[src/rtl/tlp_defs.vh]
// Constants for the transmit line output port
`ifndef TLP_DEFS_VH
`define TLP_DEFS_VH

// ----------------------------------------------------------------------
// Line coding modes
// ----------------------------------------------------------------------
`define TLP_MODE_W 2
`define TLP_MODE_B3ZS 2'h0
`define TLP_MODE_HDB3 2'h1
`define TLP_MODE_AMI 2'h2
`define TLP_MODE_UNIPOLAR 2'h3

// ----------------------------------------------------------------------
// Reference clock selection codes
// ----------------------------------------------------------------------
`define TLP_REF_W 3
`define TLP_REF_TX_LINE_CLOCK 3'h0
`define TLP_REF_TX_CLOCK_OUTPUT 3'h1
`define TLP_REF_TX_CLOCK_INPUT 3'h2
`define TLP_REF_RX_LINE_CLOCK_INPUT 3'h3
`define TLP_REF_RX_CLOCK_OUTPUT 3'h4

// Bit position of each sampled clock in the clock vector
`define TLP_CLK_COUNT 5
`define TLP_CLK_BIT_TX_LINE 0
`define TLP_CLK_BIT_TX_CLKO 1
`define TLP_CLK_BIT_TX_CLKI 2
`define TLP_CLK_BIT_RX_LINE 3
`define TLP_CLK_BIT_RX_CLKO 4

// ----------------------------------------------------------------------
// Symbol word layout in the buffer
// ----------------------------------------------------------------------
`define TLP_SYM_W 2
`define TLP_SYM_POS 0
`define TLP_SYM_NEG 1

// ----------------------------------------------------------------------
// Line rates (clock in Hz, data in bit/s) and tolerance in ppm
// ----------------------------------------------------------------------
`define TLP_DS3_RATE_HZ 44736000
`define TLP_E3_RATE_HZ 34368000
`define TLP_RATE_TOL_PPM 20

// Reset value of every output and pipeline flop
`define TLP_RESET_LEVEL 1'h0

`endif

[src/rtl/tlp_line_port.v]
// Transmit line output port: line clock, positive/data and negative outputs
//
// Notes on behaviour
// RULE_01 - The line clock output toggles only while the line pin enable is set.
// RULE_02 - The line clock is the default timing reference for the data and negative outputs.
// RULE_03 - A setting inverts the polarity of the line clock output.
// RULE_04 - The line clock runs at the DS3 or E3 rate, each within 20 ppm.
// RULE_05 - In bipolar modes with pins enabled the positive output is high for a positive pulse.
// RULE_06 - Outputs update on the rising reference edge, or the falling edge when inverted.
// RULE_07 - The reference is one of line clock, tx clock out, tx clock in, rx line clock, rx clock out.
// RULE_08 - With the internal line interface unit on, the positive output can be disabled.
// RULE_09 - In unipolar mode the raw data bit drives the shared output and can be inverted.
// RULE_10 - The positive/data output carries the DS3 or E3 bit rate, each within 20 ppm.
// RULE_11 - In bipolar modes with pins enabled the negative output is high for a negative pulse.
// RULE_12 - With the pin enable clear the clock and data outputs rest low.
`timescale 1ns/1ps
`include "tlp_defs.vh"
module tlp_line_port #(
  parameter SYNC_STAGES = 2,
  parameter BUF_DEPTH = 2
) (
  // Core clock and reset
  input wire core_clk_in,
  input wire rst_in,
  // Clocks sampled from outside the core domain
  input wire tx_line_clock_src_in,
  input wire tx_clock_output_in,
  input wire tx_clock_input_in,
  input wire rx_line_clock_input_in,
  input wire rx_clock_output_in,
  // Configuration levels
  input wire tx_line_pins_enable_in,
  input wire [`TLP_MODE_W-1:0] line_mode_in,
  input wire [`TLP_REF_W-1:0] ref_select_in,
  input wire ref_invert_in,
  input wire clock_invert_in,
  input wire data_invert_in,
  input wire line_interface_unit_enable_in,
  input wire pos_disable_in,
  // Symbol stream from the encoder
  input wire sym_valid_in,
  input wire sym_pos_in,
  input wire sym_neg_in,
  output wire sym_ready_out,
  // Line pins
  output wire tx_line_clock_out,
  output wire tx_positive_pulse_out,
  output wire tx_negative_pulse_out,
  // Status
  output wire underrun_out
);

  // --------------------------------------------------------------------
  // Declarations
  // --------------------------------------------------------------------
  wire [`TLP_CLK_COUNT-1:0] clk_raw;
  wire [`TLP_CLK_COUNT-1:0] clk_sync;
  reg ref_level;
  reg ref_inv;
  reg ref_prev_reg;
  wire ref_edge;
  wire buf_valid;
  wire [`TLP_SYM_W-1:0] buf_data;
  wire buf_ready;
  wire bipolar;
  wire pos_gate;
  // Output side
  reg line_clk_reg;
  reg pos_reg;
  reg pos_next;
  reg neg_reg;
  reg neg_next;
  reg underrun_reg;
  // Edge detector warm-up after reset or a new reference
  reg [1:0] warm_reg;
  reg [`TLP_REF_W-1:0] sel_prev_reg;
  reg inv_prev_reg;
  wire cfg_change;
  wire warm_done;

  // --------------------------------------------------------------------
  // Clock input synchronisers
  // --------------------------------------------------------------------

  // Gather the external clocks in selection order
  assign clk_raw[`TLP_CLK_BIT_TX_LINE] = tx_line_clock_src_in;
  assign clk_raw[`TLP_CLK_BIT_TX_CLKO] = tx_clock_output_in;
  assign clk_raw[`TLP_CLK_BIT_TX_CLKI] = tx_clock_input_in;
  assign clk_raw[`TLP_CLK_BIT_RX_LINE] = rx_line_clock_input_in;
  assign clk_raw[`TLP_CLK_BIT_RX_CLKO] = rx_clock_output_in;

  // One synchroniser chain per clock; only the last stage is read
  genvar gi;
  generate
    for (gi = 0; gi < `TLP_CLK_COUNT; gi = gi + 1)
    begin : g_sync
      reg [SYNC_STAGES-1:0] chain_reg;
      always @(posedge core_clk_in)
      begin
        if (rst_in)
          chain_reg <= {SYNC_STAGES{`TLP_RESET_LEVEL}};
        else
          chain_reg <= {chain_reg[SYNC_STAGES-2:0], clk_raw[gi]};
      end
      assign clk_sync[gi] = chain_reg[SYNC_STAGES-1];
    end
  endgenerate

  // --------------------------------------------------------------------
  // Line clock output
  // --------------------------------------------------------------------

  // Gated and optionally inverted copy of the line clock source
  always @(posedge core_clk_in)
  begin
    if (rst_in)
      line_clk_reg <= `TLP_RESET_LEVEL;
    // RULE_01 RULE_12 enable gates clock
    else if (!tx_line_pins_enable_in)
      line_clk_reg <= `TLP_RESET_LEVEL;
    // RULE_03 clock polarity invert
    else
      line_clk_reg <= clk_sync[`TLP_CLK_BIT_TX_LINE] ^ clock_invert_in;
  end

  // RULE_04 rate follows source
  assign tx_line_clock_out = line_clk_reg;

  // --------------------------------------------------------------------
  // Reference clock selection and edge detection
  // --------------------------------------------------------------------

  // Pick the reference and whether it counts as inverted
  always @*
  begin
    ref_level = clk_sync[`TLP_CLK_BIT_TX_LINE];
    ref_inv = clock_invert_in;
    // RULE_07 reference clock select
    case (ref_select_in)
      // RULE_02 line clock default
      `TLP_REF_TX_LINE_CLOCK:
      begin
        ref_level = clk_sync[`TLP_CLK_BIT_TX_LINE];
        ref_inv = clock_invert_in;
      end
      `TLP_REF_TX_CLOCK_OUTPUT:
      begin
        ref_level = clk_sync[`TLP_CLK_BIT_TX_CLKO];
        ref_inv = ref_invert_in;
      end
      `TLP_REF_TX_CLOCK_INPUT:
      begin
        ref_level = clk_sync[`TLP_CLK_BIT_TX_CLKI];
        ref_inv = ref_invert_in;
      end
      `TLP_REF_RX_LINE_CLOCK_INPUT:
      begin
        ref_level = clk_sync[`TLP_CLK_BIT_RX_LINE];
        ref_inv = ref_invert_in;
      end
      `TLP_REF_RX_CLOCK_OUTPUT:
      begin
        ref_level = clk_sync[`TLP_CLK_BIT_RX_CLKO];
        ref_inv = ref_invert_in;
      end
      default:
      begin
        ref_level = clk_sync[`TLP_CLK_BIT_TX_LINE];
        ref_inv = clock_invert_in;
      end
    endcase
  end

  // Previous reference level for edge finding
  always @(posedge core_clk_in)
  begin
    if (rst_in)
      ref_prev_reg <= `TLP_RESET_LEVEL;
    else
      ref_prev_reg <= ref_level;
  end

  // --------------------------------------------------------------------
  // Edge detector warm-up
  // --------------------------------------------------------------------

  // A new reference or polarity restarts the warm-up
  assign cfg_change = (ref_select_in != sel_prev_reg) |
    (ref_inv != inv_prev_reg);
  assign warm_done = (warm_reg == 2'h3);

  // No false edge while the chain or edge flop still hold stale levels, except in the cycle the reference select changes
  always @(posedge core_clk_in)
  begin
    if (rst_in)
    begin
      warm_reg <= 2'h0;
      sel_prev_reg <= `TLP_REF_TX_LINE_CLOCK;
      inv_prev_reg <= `TLP_RESET_LEVEL;
    end
    else
    begin
      sel_prev_reg <= ref_select_in;
      inv_prev_reg <= ref_inv;
      if (cfg_change)
        warm_reg <= 2'h0;
      else if (!warm_done)
        warm_reg <= warm_reg + 2'h1;
    end
  end

  // RULE_06 rising or falling edge
  assign ref_edge = warm_done &
    (ref_inv ? (ref_prev_reg & ~ref_level) : (ref_level & ~ref_prev_reg));

  // --------------------------------------------------------------------
  // Symbol buffer
  // --------------------------------------------------------------------

  // Drained one symbol per update edge while the pins are enabled
  assign buf_ready = ref_edge & tx_line_pins_enable_in;

  tlp_sym_buf #(
    .WIDTH(`TLP_SYM_W),
    .DEPTH(BUF_DEPTH)
  ) u_sym_buf (
    .clk_in(core_clk_in),
    .rst_in(rst_in),
    .wr_valid_in(sym_valid_in),
    .wr_data_in({sym_neg_in, sym_pos_in}),
    .wr_ready_out(sym_ready_out),
    .rd_valid_out(buf_valid),
    .rd_data_out(buf_data),
    .rd_ready_in(buf_ready)
  );

  // --------------------------------------------------------------------
  // Output coding
  // --------------------------------------------------------------------

  // Three bipolar codes share one path
  assign bipolar = (line_mode_in != `TLP_MODE_UNIPOLAR);
  // RULE_08 positive output disable
  assign pos_gate = ~(line_interface_unit_enable_in & pos_disable_in);

  // Next values of the positive/data and negative outputs
  always @*
  begin
    pos_next = pos_reg;
    neg_next = neg_reg;
    // RULE_12 idle low when disabled
    if (!tx_line_pins_enable_in)
    begin
      pos_next = `TLP_RESET_LEVEL;
      neg_next = `TLP_RESET_LEVEL;
    end
    // RULE_10 one bit per edge
    else if (ref_edge)
    begin
      if (!buf_valid)
      begin
        pos_next = 1'h0; // No word: no pulse
        neg_next = 1'h0;
      end
      else if (bipolar)
      begin
        // RULE_05 positive pulse output
        pos_next = buf_data[`TLP_SYM_POS] & pos_gate;
        // RULE_11 negative pulse output
        neg_next = buf_data[`TLP_SYM_NEG];
      end
      else
      begin
        // RULE_09 unipolar data invert
        pos_next = (buf_data[`TLP_SYM_POS] ^ data_invert_in) & pos_gate;
        neg_next = 1'h0;
      end
    end
  end

  // Output and underrun flops
  always @(posedge core_clk_in)
  begin
    if (rst_in)
    begin
      pos_reg <= `TLP_RESET_LEVEL;
      neg_reg <= `TLP_RESET_LEVEL;
      underrun_reg <= `TLP_RESET_LEVEL;
    end
    else
    begin
      pos_reg <= pos_next;
      neg_reg <= neg_next;
      underrun_reg <= buf_ready & ~buf_valid;
    end
  end

  assign tx_positive_pulse_out = pos_reg;
  assign tx_negative_pulse_out = neg_reg;
  assign underrun_out = underrun_reg;

endmodule // tlp_line_port

[src/rtl/tlp_sym_buf.v]
// Two-entry symbol buffer with valid/ready on both sides
`timescale 1ns/1ps
module tlp_sym_buf #(
  parameter WIDTH = 2,
  parameter DEPTH = 2
) (
  // Clock and reset
  input wire clk_in,
  input wire rst_in,
  // Fill side
  input wire wr_valid_in,
  input wire [WIDTH-1:0] wr_data_in,
  output wire wr_ready_out,
  // Drain side
  output wire rd_valid_out,
  output wire [WIDTH-1:0] rd_data_out,
  input wire rd_ready_in
);

  reg [WIDTH-1:0] mem_reg [0:DEPTH-1];
  reg wr_ptr_reg;
  reg rd_ptr_reg;
  reg [1:0] count_reg;
  wire push;
  wire pop;

  // Honest full and empty flags
  assign wr_ready_out = (count_reg != 2'h2);
  assign rd_valid_out = (count_reg != 2'h0);
  assign rd_data_out = mem_reg[rd_ptr_reg];
  assign push = wr_valid_in & wr_ready_out;
  assign pop = rd_valid_out & rd_ready_in;

  // Storage and pointers
  always @(posedge clk_in)
  begin
    if (rst_in)
    begin
      wr_ptr_reg <= 1'h0;
      rd_ptr_reg <= 1'h0;
      count_reg <= 2'h0;
    end
    else
    begin
      if (push)
      begin
        mem_reg[wr_ptr_reg] <= wr_data_in;
        wr_ptr_reg <= ~wr_ptr_reg;
      end
      if (pop)
        rd_ptr_reg <= ~rd_ptr_reg;
      if (push & ~pop)
        count_reg <= count_reg + 2'h1;
      else if (pop & ~push)
        count_reg <= count_reg - 2'h1;
    end
  end

endmodule // tlp_sym_buf

[config.mk]
export PLATFORM = sky130hd
export DESIGN_NAME = tlp_line_port
export DESIGN_NICKNAME = d
export VERILOG_FILES = /design/src/rtl/tlp_line_port.v /design/src/rtl/tlp_sym_buf.v
export VERILOG_INCLUDE_DIRS = /design/src /design/src/rtl
export SDC_FILE = /design/constraint.sdc
export NUM_CORES = 1
export LEC_CHECK = 0
export BUFFER_PORTS_ARGS = -buffer_cell sky130_fd_sc_hd__buf_2
export CAP_MARGIN = 20
export CORE_UTILIZATION = 48
export CTS_CLUSTER_SIZE = 28
export DETAILED_ROUTE_END_ITERATION = 12
export GPL_ROUTABILITY_DRIVEN = 0
export PLACE_DENSITY_LB_ADDON = 0.1
export SYNTH_ARGS = -nofsm -noshare
export SYNTH_HDL_FRONTEND = slang
export SYNTH_HIERARCHICAL = 1
export SYNTH_SLANG_ARGS = --single-unit
[constraint.sdc]
create_clock -name core_clk_in -period 2.7 [get_ports core_clk_in]
set_input_delay 0.54 -clock core_clk_in [delete_from_list [all_inputs] [get_ports core_clk_in]]
set_output_delay 0.54 -clock core_clk_in [all_outputs]
set_load 0.005 [all_outputs]
==> impl_metrics.toml <==
[run_status]
outcome = "finished clean"

[yosys]
synth-xor-area-share = 0.0805
synth-main-ff-cell = "dfxtp_1"
ys_seq_area_frac = 0.497
avgSynthCellArea_sq_um = 10.0
synth_largest_area_cell = "dfxtp_1"
syn-cell-area_sq_mm = 0.00129
synthSimpleGateAreaFrac = 0.230
netlist_top_cells_area = "dfxtp_1 (40%), edfxtp_1 (9.3%), nor2b_1 (6.8%)"
synth_compound_area_frac = 0.0863
yosys_warnings = 6
synth_seq_cells = 30
synthMuxAreaShare = 0.0582
synth.distinct_cells = 37
synth.net_count = 152
synth_top_family_by_area = "simple AND/OR/NAND/NOR gates"
synth_edf_count = 4
synth_top_area_frac = 0.403
syn_inst = 129
synth_adder_area_share = 0.0194
ys_async_sr_fraction = 0

[timing]
slew_headroom = 0.734
post-route-min-period_ps = 2390
period_share = 0.887
fmax_mhz = 418
rsz0062_at_grt = "no"
worstMarginPinSlew_ps = 398
setup_viol = 0
skew_ps = 8.02
hold_viol_final = 0
slew_viol_final = 0
worst_slack_ps = 306

[power]
leakagePower_uw = 0.000651
powerDensity_mw_per_mm2 = 579
ir_drop_mv = 0.450

[clocking]
cts.sinks = 30
clk_pin_slew_worst_paths_ps = 100
clkLatencyLatePin_ps = 330
post_cts_resized = 0
cts_max_level = 2
clk_path_buf_depth = 2
cts_tree = "yes"
cts_made_buffers = 5
cts_root_buffer = "clkbuf_4"
post_cts_buffers = 0
holdBufCountCts = 0

[cells_and_area]
insertedDiodeCount = 0
fin_nets = 185
n_fill_cell = 222
area_growth_syn_to_layout_pct = 19.0
seq_area_sq_um = 641
fin_util = 0.614
drive_above_1_share = 0.288
mostFrequentLayoutCells = "dfxtp_1 (26), buf_2 (25), nor2b_1 (14), nor2_1 (12), nand2_1 (11)"
multi_input_area_sq_um = 612
final_area_sq_mm = 0.00154
largest_register_ffs = 10
final_common_cell = "dfxtp_1"

[setup_path]
crit_arrival_ps = 2660
start_kind = "primary input"
path_max_fanout = 5
rrSetupSlack_ps = 460
worst_r2r_startpoint = "g_sync[3].chain_reg[1]"
critical_path_class = "primary input to flop"
crit_top_cell = "a21oi_1"
slowest_stage = "or3_1"
max_stage_delay_ps = 380
ff2ff_path_depth = 10
worstReg2RegEnd = "u_sym_buf/count_reg[1]"
cp-end-kind = "flop"
path_cells = "buf_2 > nor2_2 > xnor2_2 > mux2i_4 > and3b_1 > a21oi_1 > nor2_1 > o21ai_0 > ha_1 > or3_1 > a21oi_1"
required_ps = 2970

[global_route]
antenna_found_initial = 0
grt_pass1_wl_um = 3360
grt_max_degree = 21
gr-total-overflow = 0
grt_pass1_vias = 794
grt.total_usage = 0.173

[place]
post-dp-hpwl_um = 1590
place_ws_ps = -44.5
port_buffers = 25
post_dp_cell_area_sq_mm = 0.00147

[detailed_routing]
wl_um = 2120
wl_per_cell_um = 11.0
post-route-drc-count = 0
dr.pass1.iters = 4
drt_iter0_drc = 21
via_per_inst = 4.97
vias = 960
drtAntennaViolNets = 0

[floorplanning]
die_area_sq_mm = 0.00290
rows = 18
fp.dieW_um = 53.8
coreArea_sq_mm = 0.00250
start_util = 0.516
ios = 26
die_h_um = 53.8

[hold_path]
worstHoldEndpoint = "u_sym_buf/mem_reg[0][0]"
whs_path_depth = 1
hold_class = "primary input to flop"
worstHoldStart = "sym_pos_in"

[job]
maxCapViolCount = 0
[critical path, delay by kind of cell]
family	cells	cell delay [ps]
and+or+nand+nor	4	800
AOI/OAI and AO/OA	3	450
buffers and inverters	1	130
xor gates and xnor gates	1	150
muxes	1	250
adders and majority gates	1	320
[stage by stage]
step | std cells | power, uW | TNS (ps) | hold WS (ps)
6_report | 193 | 890 | 0 | 403
5_1_grt | 193 | 941 | 0 | 373
4_1_cts | 193 | 902 | 0 | 384
3_5_place_dp | 185 | 618 | -44.5 | 430
3_3_place_gp | 185 | 614 | 0 | 423
2_1_floorplan | 129 | 572 | 0 | 414
[cell usage after synthesis, drive strengths merged (2+ instances only)]
cell type,instances
nor3b,3
a21oi,4
o211ai,2
nand2,11
mux2i,4
edfxtp,4
or3,2
dfxtp,26
nor2b,14
o21ai,6
buf,2
clkbuf,2
xor2,9
xnor2,2
nand3,3
o31ai,2
inv,5
mux2,2
ha,2
nor2,13
[logic make-up (layout without fill, tap and decap cells)]
group                      Yosys count  in the layout
and+or+nand+nor                     54             54
DFF                                 30             30
AOI/OAI and AO/OA                   17             17
xor gates and xnor gates            11             11
buffers and inverters                9             43
muxes                                6              6
adders and majority gates            2              2
[how the worst max path moves through the flow]
stage / startpoint / end / slack, ps / cells past startpoint
after global placement: ref_select_in[0] / u_sym_buf/count_reg[1] / 50 / 11
after CTS: ref_select_in[0] / u_sym_buf/count_reg[1] / 310 / 11
final: ref_select_in[0] / u_sym_buf/count_reg[1] / 310 / 11
after detailed placement: ref_select_in[0] / u_sym_buf/count_reg[1] / -40 / 11
after global routing: ref_select_in[0] / u_sym_buf/count_reg[1] / 230 / 11
after floorplan: ref_select_in[2] / u_sym_buf/count_reg[1] / 50 / 10
[cell type report]
cell class,instances,share of cell area
clock buffer,6,0.0334
multi-input combinational,90,0.399
clock inverter,2,0.00815
sequential,30,0.417
tap,30,0.0244
inverter,5,0.0122
timing repair buffer,30,0.106
[routing by layer]
| metal | global-route usage | vias to the layer above | part of all wire |
|---|---|---|---|
| met4 | 0.0921 | 0 | 0.025 |
| met3 | 0.0876 | 6 | 0.050 |
| met2 | 0.272 | 17 | 0.48 |
| met5 | 0 | - | 0 |
| met1 | 0.189 | 437 | 0.44 |
| li1 | - | 500 | - |
[power by group]
part           internal, uW  switching [uW]
logic                  60.6            57.7
clock network           125             157
registers               475            14.6
Note: power is estimated with default switching activity, not from simulation.
